==> config.mk <==
export PLATFORM = sky130hd
export DESIGN_NAME = icit_timer
export DESIGN_NICKNAME = d
export VERILOG_FILES = /design/src/hw/icit_pkg.sv /design/src/hw/icit_noise_filter.sv /design/src/hw/icit_timer.sv
export SDC_FILE = /design/constraint.sdc
export NUM_CORES = 1
export LEC_CHECK = 0
export ABC_AREA = 1
export ABC_CLOCK_PERIOD_IN_PS = 2800
export BUFFER_PORTS_ARGS = -buffer_cell sky130_fd_sc_hd__buf_4
export CORE_AREA = 3 3 87 122
export DETAILED_ROUTE_END_ITERATION = 12
export DIE_AREA = 0 0 90 125
export PLACE_DENSITY = 0.62
export SYNTH_ARGS = -nofsm -noshare
export SYNTH_HDL_FRONTEND = slang
export SYNTH_SLANG_ARGS = --single-unit
==> constraint.sdc <==
create_clock -name clk_in -period 2.8 [get_ports clk_in]
set_input_delay 0.28 -clock clk_in [delete_from_list [all_inputs] [get_ports clk_in]]
set_output_delay 0.28 -clock clk_in [all_outputs]
set_load 0.005 [all_outputs]
==> src/hw/icit_pkg.sv <==
// Purpose: Shared constants and types for the capture/interval timer
// Assumes: 32-bit Avalon-MM data, byte addresses, 8-bit registers
// Notes:   Registers sit in the low byte of each word
package icit_pkg;

  // ****************************************
  // Register map (byte offsets)
  // ****************************************
  localparam logic [4:0] ICIT_OFS_MODE      = 5'h00;
  localparam logic [4:0] ICIT_OFS_FALL      = 5'h04;
  localparam logic [4:0] ICIT_OFS_RISE      = 5'h08;
  localparam logic [4:0] ICIT_OFS_PORT_MODE = 5'h0C;
  localparam logic [4:0] ICIT_OFS_IRQ       = 5'h10;

  // ****************************************
  // Field positions and reset values
  // ****************************************
  localparam int ICIT_BIT_OVF_HIGH  = 7;
  localparam int ICIT_BIT_OVF_LOW   = 6;
  localparam int ICIT_BIT_SEL_INPUT = 0;
  localparam int ICIT_BIT_FILTER    = 1;
  localparam int ICIT_BIT_IRQ_REQ   = 0;
  localparam int ICIT_BIT_IRQ_EN    = 1;
  localparam logic [7:0] ICIT_RST_BYTE = 8'h00;
  localparam logic [7:0] ICIT_CNT_MAX  = 8'hFF;

  // ****************************************
  // Prescaler and filter counts
  // ****************************************
  localparam int ICIT_PRESCALE_W = 6;
  localparam logic [5:0] ICIT_DIV64_MASK = 6'h3F;
  localparam logic [5:0] ICIT_DIV32_MASK = 6'h1F;
  localparam logic [5:0] ICIT_DIV2_MASK  = 6'h01;
  localparam int ICIT_FILTER_STAGES = 5;

  // ****************************************
  // Types
  // ****************************************
  typedef struct packed {
    logic       overflow_high_flag;
    logic       overflow_low_flag;
    logic       overflow_irq_enable;
    logic       capture_irq_edge_select;
    logic       counter_clear_sel_hi;
    logic       counter_clear_sel_lo;
    logic       clock_sel_hi;
    logic       clock_sel_lo;
  } icit_mode_type;

  typedef struct packed {
    logic       rise;
    logic       fall;
  } icit_edge_type;

  typedef enum logic [1:0] {
    ICIT_BUS_IDLE = 2'b01,
    ICIT_BUS_ACK  = 2'b10
  } icit_bus_state_type;

endpackage

==> src/hw/icit_noise_filter.sv <==
// Purpose: Five-latch majority-free match filter for the capture input
// Assumes: sample_in is a one-cycle enable on the system clock
// Notes:   Output holds until all latches agree
`timescale 1ns/1ps
module icit_noise_filter #(
  parameter int STAGES = icit_pkg::ICIT_FILTER_STAGES
) (
  // Clock and reset
  input  wire logic clk_in,
  input  wire logic rst_n_in,
  // Sampling
  input  wire logic sample_in,
  input  wire logic data_in,
  // Result
  output logic      level_out
);
  import icit_pkg::*;

  logic [STAGES-1:0] latches;
  logic              primed;
  logic              all_high;
  logic              all_low;

  assign all_high = &latches;
  assign all_low  = ~|latches;

  // ****************************************
  // Latch chain
  // ****************************************
  // Preset high so five low samples are needed before the output settles
  always_ff @(posedge clk_in or negedge rst_n_in)
  begin
    if (!rst_n_in)
      latches <= '1;
    else if (sample_in)
      latches <= {latches[STAGES-2:0], data_in};
  end

  // Preset latches match high at once; block that until a settled low
  always_ff @(posedge clk_in or negedge rst_n_in)
  begin
    if (!rst_n_in)
      primed <= 1'b0;
    else if (all_low)
      primed <= 1'b1;
  end

  always_ff @(posedge clk_in or negedge rst_n_in)
  begin
    if (!rst_n_in)
      level_out <= 1'b0;
    else if (all_high && primed)
      level_out <= 1'b1;
    else if (all_low)
      level_out <= 1'b0;
  end
endmodule

==> src/hw/icit_timer.sv <==
// Purpose: 8-bit input capture / interval timer with Avalon-MM registers
// Assumes: Pins synchronous to clk_in; watch clock sampled as a level
// Notes:   Counter is internal; only capture registers expose it
//
// Notes on behaviour
// - Wrap FF to 00 with capture level high sets overflow-high flag.
// - Wrap with capture level low, or in interval mode, sets overflow-low.
// - Flags set by hardware; write 0 after reading 1 clears; 1 ignored.
// - Overflow with overflow interrupt enable set raises the request flag.
// - Edge select bit picks rising (0) or falling (1) capture interrupts.
// - Rising edge copies counter to rise capture; falling to fall capture.
// - Capture edge matching edge select sets request flag; enable gates it.
// - Clear field: 00 none, 01 falling, 10 rising, 11 both edges.
// - Clock select: 00 div64, 01 div32, 10 div2, 11 watch clock div2.
// - Reset zeroes mode, counter and captures; counting starts on div64.
// - Capture input select 1 gives capture mode, 0 interval mode.
// - Interval mode counts selected clock; wrap sets low flag, and request if overflow interrupt enable set.
// - Filter shifts input through five latches; changes only on match.
// - Filter samples on system clock, or selected clock when enabled.
// - After reset filter output settles after five low samples.
// - Filtered strobes lag five samples; shorter pulses are rejected.
// - Unfiltered strobes come straight from input edges.
// - Toggling filter or input select may cause spurious capture edges.
// - Counter is not readable or writable over the bus.
//
// The placing of the registers and the Avalon-MM interface to the registers were decided locally.
`timescale 1ns/1ps
module icit_timer (
  // Clock and reset
  input  wire logic        clk_in,
  input  wire logic        arst_n_in,
  // Avalon-MM slave
  input  wire logic [4:0]  avs_address_in,
  input  wire logic        avs_read_in,
  input  wire logic        avs_write_in,
  input  wire logic [31:0] avs_writedata_in,
  input  wire logic [3:0]  avs_byteenable_in,
  output logic      [31:0] avs_readdata_out,
  output logic             avs_waitrequest_out,
  // Pins
  input  wire logic        capture_pin_in,
  input  wire logic        watch_clk_in,
  // Interrupt request to the controller
  output logic             irq_out
);
  import icit_pkg::*;

  // ****************************************
  // Reset release
  // ****************************************
  logic rst_meta;
  logic rst_n;

  always_ff @(posedge clk_in or negedge arst_n_in)
  begin
    if (!arst_n_in)
    begin
      rst_meta <= 1'b0;
      rst_n    <= 1'b0;
    end
    else
    begin
      rst_meta <= 1'b1;
      rst_n    <= rst_meta;
    end
  end

  // ****************************************
  // Declarations
  // ****************************************
  icit_bus_state_type bus_state;
  icit_mode_type      mode;
  icit_edge_type      strobe;
  logic [7:0]  capture_counter;
  logic [7:0]  rise_capture_value;
  logic [7:0]  fall_capture_value;
  logic        capture_input_select;
  logic        filter_enable;
  logic        timer_irq_request_flag;
  logic        timer_irq_enable;
  logic        armed_high;
  logic        armed_low;
  logic [ICIT_PRESCALE_W-1:0] prescale;
  logic        watch_prev;
  logic        watch_half;
  logic        tick_64;
  logic        tick_32;
  logic        tick_2;
  logic        tick_w;
  logic        count_tick;
  logic        filt_level;
  logic        cap_level;
  logic        cap_prev;
  logic        clear_hit;
  logic        wrap;
  logic        set_high;
  logic        set_low;
  logic        irq_set;
  logic        bus_accept;
  logic        wr_ok;
  logic        rd_mode;
  logic [7:0]  next_byte;
  logic [7:0]  wr_byte;

  // ****************************************
  // Clock sources
  // ****************************************
  // Free-running from reset, so div64 is live at once
  always_ff @(posedge clk_in or negedge rst_n)
  begin
    if (!rst_n)
      prescale <= '0;
    else
      prescale <= prescale + 1'b1;
  end

  always_ff @(posedge clk_in or negedge rst_n)
  begin
    if (!rst_n)
    begin
      watch_prev <= 1'b0;
      watch_half <= 1'b0;
    end
    else
    begin
      watch_prev <= watch_clk_in;
      if (watch_prev && !watch_clk_in)
        watch_half <= !watch_half;
    end
  end

  assign tick_64 = (prescale & ICIT_DIV64_MASK) == ICIT_DIV64_MASK;
  assign tick_32 = (prescale & ICIT_DIV32_MASK) == ICIT_DIV32_MASK;
  assign tick_2  = (prescale & ICIT_DIV2_MASK) == ICIT_DIV2_MASK;
  assign tick_w  = watch_prev && !watch_clk_in && watch_half;

  always_comb
  begin
    case ({mode.clock_sel_hi, mode.clock_sel_lo})
      2'b00:   count_tick = tick_64;
      2'b01:   count_tick = tick_32;
      2'b10:   count_tick = tick_2;
      2'b11:   count_tick = tick_w;
      default: count_tick = tick_64;
    endcase
  end

  // ****************************************
  // Capture input path
  // ****************************************
  icit_noise_filter #(
    .STAGES (ICIT_FILTER_STAGES)
  ) u_filter (
    .clk_in    (clk_in),
    .rst_n_in  (rst_n),
    .sample_in (filter_enable ? count_tick : 1'b1),
    .data_in   (capture_pin_in),
    .level_out (filt_level)
  );

  // Interval mode reads the input as low; switching modes may glitch
  assign cap_level = capture_input_select
                   & (filter_enable ? filt_level : capture_pin_in);

  always_ff @(posedge clk_in or negedge rst_n)
  begin
    if (!rst_n)
      cap_prev <= 1'b0;
    else
      cap_prev <= cap_level;
  end

  assign strobe.rise = cap_level && !cap_prev;
  assign strobe.fall = !cap_level && cap_prev;

  // ****************************************
  // Counter and captures
  // ****************************************
  assign clear_hit = (strobe.rise && mode.counter_clear_sel_hi)
                   || (strobe.fall && mode.counter_clear_sel_lo);
  assign wrap      = count_tick && !clear_hit
                   && capture_counter == ICIT_CNT_MAX;
  assign set_high  = wrap && cap_prev;
  assign set_low   = wrap && !cap_prev;

  // No bus path reaches the counter
  always_ff @(posedge clk_in or negedge rst_n)
  begin
    if (!rst_n)
      capture_counter <= ICIT_RST_BYTE;
    else if (clear_hit)
      capture_counter <= ICIT_RST_BYTE;
    else if (count_tick)
      capture_counter <= capture_counter + 1'b1;
  end

  always_ff @(posedge clk_in or negedge rst_n)
  begin
    if (!rst_n)
    begin
      rise_capture_value <= ICIT_RST_BYTE;
      fall_capture_value <= ICIT_RST_BYTE;
    end
    else
    begin
      if (strobe.rise)
        rise_capture_value <= capture_counter;
      if (strobe.fall)
        fall_capture_value <= capture_counter;
    end
  end

  // ****************************************
  // Bus slave
  // ****************************************
  // Request seen -> waitrequest low next cycle -> taken at following edge
  assign bus_accept = bus_state == ICIT_BUS_ACK;
  assign wr_ok   = bus_accept && avs_write_in && avs_byteenable_in[0];
  assign wr_byte = avs_writedata_in[7:0];
  assign rd_mode = bus_accept && avs_read_in
                && avs_address_in == ICIT_OFS_MODE;

  always_comb
  begin
    case (avs_address_in)
      ICIT_OFS_MODE:      next_byte = mode;
      ICIT_OFS_FALL:      next_byte = fall_capture_value;
      ICIT_OFS_RISE:      next_byte = rise_capture_value;
      ICIT_OFS_PORT_MODE: next_byte = {6'h00, filter_enable,
                                       capture_input_select};
      ICIT_OFS_IRQ:       next_byte = {6'h00, timer_irq_enable,
                                       timer_irq_request_flag};
      default:            next_byte = 8'h00;
    endcase
  end

  always_ff @(posedge clk_in or negedge rst_n)
  begin
    if (!rst_n)
    begin
      bus_state           <= ICIT_BUS_IDLE;
      avs_waitrequest_out <= 1'b1;
      avs_readdata_out    <= 32'h0000_0000;
    end
    else
    begin
      case (bus_state)
        ICIT_BUS_IDLE:
        begin
          if (avs_read_in || avs_write_in)
          begin
            bus_state           <= ICIT_BUS_ACK;
            avs_waitrequest_out <= 1'b0;
            avs_readdata_out    <= {24'h00_0000, next_byte};
          end
        end
        ICIT_BUS_ACK:
        begin
          bus_state           <= ICIT_BUS_IDLE;
          avs_waitrequest_out <= 1'b1;
        end
        default:
        begin
          bus_state           <= ICIT_BUS_IDLE;
          avs_waitrequest_out <= 1'b1;
        end
      endcase
    end
  end

  // ****************************************
  // Mode register and flags
  // ****************************************
  // A read that returns 1 arms the clear; it disarms once the flag reads 0
  always_ff @(posedge clk_in or negedge rst_n)
  begin
    if (!rst_n)
    begin
      armed_high <= 1'b0;
      armed_low  <= 1'b0;
    end
    else
    begin
      if (rd_mode && avs_readdata_out[ICIT_BIT_OVF_HIGH])
        armed_high <= 1'b1;
      else if (!mode.overflow_high_flag)
        armed_high <= 1'b0;
      if (rd_mode && avs_readdata_out[ICIT_BIT_OVF_LOW])
        armed_low <= 1'b1;
      else if (!mode.overflow_low_flag)
        armed_low <= 1'b0;
    end
  end

  always_ff @(posedge clk_in or negedge rst_n)
  begin
    if (!rst_n)
      mode <= ICIT_RST_BYTE;
    else
    begin
      if (wr_ok && avs_address_in == ICIT_OFS_MODE)
      begin
        mode.overflow_irq_enable     <= wr_byte[5];
        mode.capture_irq_edge_select <= wr_byte[4];
        mode.counter_clear_sel_hi    <= wr_byte[3];
        mode.counter_clear_sel_lo    <= wr_byte[2];
        mode.clock_sel_hi            <= wr_byte[1];
        mode.clock_sel_lo            <= wr_byte[0];
        if (armed_high && !wr_byte[ICIT_BIT_OVF_HIGH])
          mode.overflow_high_flag <= 1'b0;
        if (armed_low && !wr_byte[ICIT_BIT_OVF_LOW])
          mode.overflow_low_flag <= 1'b0;
      end
      // Hardware set wins over a clear in the same cycle
      if (set_high)
        mode.overflow_high_flag <= 1'b1;
      if (set_low)
        mode.overflow_low_flag <= 1'b1;
    end
  end

  always_ff @(posedge clk_in or negedge rst_n)
  begin
    if (!rst_n)
    begin
      capture_input_select <= 1'b0;
      filter_enable        <= 1'b0;
    end
    else if (wr_ok && avs_address_in == ICIT_OFS_PORT_MODE)
    begin
      capture_input_select <= wr_byte[ICIT_BIT_SEL_INPUT];
      filter_enable        <= wr_byte[ICIT_BIT_FILTER];
    end
  end

  // ****************************************
  // Interrupt request
  // ****************************************
  assign irq_set = ((set_high || set_low) && mode.overflow_irq_enable)
    || (mode.capture_irq_edge_select ? strobe.fall : strobe.rise);

  always_ff @(posedge clk_in or negedge rst_n)
  begin
    if (!rst_n)
    begin
      timer_irq_request_flag <= 1'b0;
      timer_irq_enable       <= 1'b0;
    end
    else
    begin
      if (wr_ok && avs_address_in == ICIT_OFS_IRQ)
      begin
        timer_irq_enable <= wr_byte[ICIT_BIT_IRQ_EN];
        if (!wr_byte[ICIT_BIT_IRQ_REQ])
          timer_irq_request_flag <= 1'b0;
      end
      if (irq_set)
        timer_irq_request_flag <= 1'b1;
    end
  end

  always_ff @(posedge clk_in or negedge rst_n)
  begin
    if (!rst_n)
      irq_out <= 1'b0;
    else
      irq_out <= timer_irq_request_flag && timer_irq_enable;
  end
endmodule

; After elaboration in Yosys (flattened, before gate mapping)
; Cells that the tools add are included.
[op_classes]
n_addsub = 2
eq_ne = 17
mux = 25
bitwise = 1
reduce_logical = 49
[ops]
columns = operator, count
row1 = $pmux 8 s5, 1
row2 = $logic_and 1x1->1, 24
row3 = $mux 8, 3
row4 = $mux 1, 18
row5 = $reduce_bool 2->1, 6
row6 = $eq 5x4->1 const B, 2
row7 = $eq 5x5->1 const B, 2
row8 = $add 8x1->8 const B, 1
row9 = $eq 8x8->1 const B, 1
row10 = $reduce_and 2->1, 4
row11 = $logic_not 1->1, 7
row12 = $add 6x1->6 const B, 1
row13 = $eq 2x2->1 const B, 3
row14 = $eq 6x6->1 const B, 1
row15 = $ne 2x1->1 const B, 3
row16 = $eq 5x3->1 const B, 1
row17 = $logic_not 5->1, 1
row18 = $reduce_and 5->1, 1
row19 = $reduce_or 5->1, 1
row20 = $eq 2x1->1 const B, 2
row21 = $logic_or 1x1->1, 4
row22 = $mux 2, 2
row23 = $ne 2x2->1 const B, 2
row24 = $pmux 1 s4, 1
row25 = other kinds (2), 2
[totals]
regBits = 68
out_inout_bits = 34

; Depth between registers and ports, before layout
[depth]
depth_word = 15
ltp_mapped = 9
mapped_depth_nobuf = 9

; Modules after synthesis
; Synthesis repeated with hierarchy kept, for this count alone.
[unflattened]
cells_unflattened = 382
area_unflattened_um2 = 3290.7
[by_module_without_submodules]
columns = mod, n_inst, cells_per_inst, area_each_um2, seq_area_each_um2
row1 = icit_timer, 1, 350, 3002.9, 1502.7
row2 = icit_noise_filter, 1, 32, 287.8, 181.4

; Least setup slack after synthesis
; Ideal clock, no wire load.
[synth_path]
kind = flip-flop to flip-flop
startpoint = register prescale[1]
endpoint = register mode[7] (netlist name)
setup_ns = 0.121
arrival_ns = 1.338
required_time_ns = 2.679
setup_slack_ns = 1.341
stages_incl_launch_ff = 10
period_less_slack_ns = 1.459
cell_sequence = dfrtp_1 -> ha_1 -> nand2_1 -> nor2_2 -> ha_1 -> nand2_1 -> nand3_4 -> buf_6 -> nand4_1 -> nand2_1
[synth_between]
elab_chain_cells = 7
word_cells_on_any_way = 10
cone_classes = 2 x eq/ne / 2 x mux / 6 x reduce/logical
[synth_rtl]
columns = item, line_no
row1 = start: declaration, icit_timer.sv:83  ; logic [ICIT_PRESCALE_W-1:0] prescale;
row2 = start signal: assignment, icit_timer.sv:114  ; prescale <= prescale + 1'b1;
row3 = $eq 6x6->1 or $eq 5x5->1 (tied branches), "icit_timer.sv:132, icit_timer.sv:133"
row4 = $pmux 1 s4 (*), icit_timer.sv:139  ; case ({mode.clock_sel_hi, mode.clock_sel_lo})
row5 = $logic_and 1x1->1 (*), icit_timer.sv:181  ; assign wrap = count_tick && !clear_hit
row6 = $logic_and 1x1->1 (*), icit_timer.sv:182  ; && capture_counter == ICIT_CNT_MAX;
row7 = $logic_and 1x1->1 (*), icit_timer.sv:183  ; assign set_high = wrap && cap_prev;
row8 = $reduce_bool 2->1 (no source line), --
row9 = $reduce_and 2->1 (no source line), --
row10 = end: declaration, icit_timer.sv:72  ; icit_mode_type mode;
; Every way passes the cells marked *; elsewhere a longest branch is shown, timed or not.
; A chain may end at the register's enable or synchronous reset.

; Final worst setup path
[layout_path]
startpoint = register prescale[0]
endpoint = register capture_counter[0]
[layout_between]
elab_chain_cells = 3
word_cells_on_any_way = 4
cone_classes = 2 x eq/ne / 1 x mux / 1 x reduce/logical
[layout_rtl]
columns = item, line_no
row1 = $eq 6x6->1 or $eq 5x5->1 (tied branches), "icit_timer.sv:132, icit_timer.sv:133"
row2 = $pmux 1 s4 (*), icit_timer.sv:139
row3 = $reduce_bool 2->1 (no source line) (*), --
row4 = end signal: assignment, icit_timer.sv:194  ; capture_counter <= capture_counter + 1'b1;
row5 = end: declaration, icit_timer.sv:74  ; logic [7:0] capture_counter;
; Marks and branches as above.

==> results.json <==
{
  "synth_edf_count": 0,
  "power.clock.fraction": 0.450,
  "die_h_um": 125,
  "rr_worst_depth": 9,
  "yosysWarnings": 0,
  "power_switching_uw": 770,
  "crit_path_start_kind": "register",
  "synthDistinctLibCells": 36,
  "grt_usage": 0.128,
  "post_drt_wl_per_cell_um": 12.2,
  "drive_gt1_frac": 0.201,
  "wl_um": 6760,
  "port_buffers": 29,
  "p_int_uw": 2340,
  "postCtsSetupRepairBufs": 0,
  "core_region_area_um2": 9560,
  "cts_max_path_buffers": 2,
  "final_common_cell": "nand2_1",
  "whs_path_depth": 1,
  "pwr_density_cell_nw_per_um2": 779,
  "status": "finished clean",
  "rsz0062_at_grt": "no",
  "max_cap_violations": 0,
  "grt_pass1_wl_um": 11700,
  "crit_chain": "ha_1, nand2_1, nor2_2, ha_1, nand2_1, nand3_4, nor2_4, nand2_1, o21ai_1",
  "ir_drop_uv": 288,
  "tns_ns": 0,
  "synth_area_leaders": "dfrtp_1 46%, nand2_1 12%, buf_4 5.8%",
  "grt-ovfl-total": 0,
  "io_pins": 81,
  "critPathBufInv": 0,
  "htreeDepth": 3,
  "pwr-share-comb": 0.131,
  "vias": 2488,
  "cp_top_family": "simple AND/OR/NAND/NOR gates",
  "multi_input_comb_area_um2": 1370,
  "syn_area_um2": 3350,
  "finalCritPeriodShare": 0.609,
  "worstPathRequired_ns": 3.06,
  "detail_route.iter0.violations": 166,
  "min_period_ns": 1.71,
  "seqPwrFrac": 0.418,
  "layout-area-overhead-vs-synth_pct": 19.1,
  "crit_path_end_kind": "register",
  "drc": 0,
  "clk_latency_ns": 0.33,
  "final_cell_mix": "103 x nand2_1, 60 x dfrtp_1, 36 x inv_1",
  "cts_tree": "yes",
  "fillCellCount": 950,
  "cts_root_buf": "clkbuf_16",
  "cts_made_buffers": 9,
  "nNetsFinal": 467,
  "cts_sinks": 67,
  "grt_pass1_vias": 2476,
  "slew_violations": 0,
  "p_sw_frac": 0.247,
  "post-dp-hpwl_um": 4980,
  "cp.depth": 9,
  "relSlewSlack": 0.457,
  "crit_path_frequent_cell": "nand2_1",
  "ys_ff_latch": 67,
  "arrival_ns": 1.96,
  "grt_max_degree": 66,
  "worstHoldPathType": "input pin to register",
  "dieArea_um2": 11300,
  "antenna_found_initial": 0,
  "final-seq-area_um2": 1690,
  "clk_pin_slew_worst_paths_ns": 0.06,
  "start_util": 0.351,
  "postSynthCellCount": 381,
  "num_rows": 42,
  "die_width_um": 90,
  "via_per_inst": 4.49,
  "cpMaxStageDelayCell": "dfrtp_1",
  "skew_ns": 0.00678,
  "path_class": "register to register",
  "synth_top_cell_by_area": "dfrtp_1",
  "dr.pass1.iters": 4,
  "avgSynthCellArea_um2": 8.80,
  "async_reset_ff_frac": 1.00,
  "insertedDiodeCount": 0,
  "ys_seq_area_frac": 0.502,
  "utilization": 0.418,
  "setup_viol": 0,
  "hold_viol": 0,
  "tightest_slew_ns": 0.814,
  "ys.flop_type": "dfrtp_1",
  "cpPeakStageDelay_ns": 0.39,
  "crit_fanout": 14,
  "fmax_ghz": 0.586,
  "antenna_left": 0,
  "p_leak_uw": 0.00198,
  "gp_congestion": 0.822,
  "yosys.area.top_type_share": 0.455
}
==> synth_stat cells (all sizes together) (2+ instances only) <==
library cell	instances
nor2	30
xor2	7
conb	2
ha	3
nor3	3
nand2	108
o211ai	2
xnor2	2
dfstp	6
o21ai	36
dfrtp	61
nand3	22
nand4	16
inv	42
nand3b	2
buf	29
a21oi	5
or2	2
==> worst reg2reg max path: stages (launching register included) <==
cell and delay [ns]:
dfrtp_1 0.39, ha_1 0.21, nand2_1 0.09, nor2_2 0.05, ha_1 0.18, nand2_1 0.11
nand3_4 0.21, nor2_4 0.26, nand2_1 0.08, o21ai_1 0.07
==> logic make-up after synthesis <==
group,after synthesis,share of synthesized area
adders and majority gates,3,0.0112
buffers and inverters,71,0.115
other,2,0.00224
and+or+nand+nor,184,0.271
AOI/OAI and AO/OA,44,0.0720
DFF,67,0.502
xor gates and xnor gates,9,0.0235
muxes,1,0.00336
==> power groups by stage <==
| stage | sequential, µW | combinational (µW) | clock [µW] |
|---|---|---|---|
| 2_1_floorplan | 1300 | 300 | 0 |
| 3_3_place_gp | 1310 | 402 | 0 |
| 3_5_place_dp | 1320 | 411 | 0 |
| 4_1_cts | 1300 | 418 | 1430 |
| 5_1_grt | 1330 | 475 | 1470 |
| 6_report | 1300 | 408 | 1400 |
==> flip-flops by register name (all words and copies together) (netlist names), 2 cells and up <==
signal              cells
capture_counter         8
u_filter.latches        5
prescale                6
fall_capture_value      8
rise_capture_value      8
bus_state               2
avs_readdata_out        8
mode                    8
==> cell type report <==
class	instances	share of cell area
flip-flops and latches	67	0.422
multi-input cells	266	0.343
clock buffers	12	0.0642
repair buffers	31	0.0589
well taps	132	0.0413
inverters	42	0.0407
clock inverters	4	0.0301
==> stage by stage <==
stage	power (µW)	area, µm²	setup WS, ns	hold slack, ns	instances
after floorplan	1600	3440	0.807	-0.0156	404
after global placement	1710	3610	1.12	0.0634	537
after detailed placement	1730	3610	1.08	0.0647	537
after CTS	3140	4000	1.07	0.0757	554
after global routing	3270	4000	0.953	0.0722	554
final	3110	4000	1.09	0.0756	554
==> final timing paths <==
check                              from                 end  slack (ns)
max                         prescale[0]  capture_counter[0]        1.09
min                        watch_clk_in          watch_prev        0.08
max reg2reg                 prescale[0]  capture_counter[0]        1.09
min reg2reg                    rst_meta               rst_n        0.35
max in group asynchronous         rst_n  u_filter.level_out        1.83
min in group asynchronous     arst_n_in               rst_n        0.27
==> timing repair <==
action | in CTS | in global routing
hold buffers | 1 | 0
resized for setup | 0 | 0
hold endpoints to repair | 2 | 0
==> routing by layer <==
layer	track usage	wire [µm]	up-vias
met5	0	0	-
met4	0.0649	197	0
met3	0.0331	315	11
met2	0.220	3410	64
met1	0.147	2830	1168
li1	-	-	1245
Note: power is estimated with default switching activity, not from simulation.
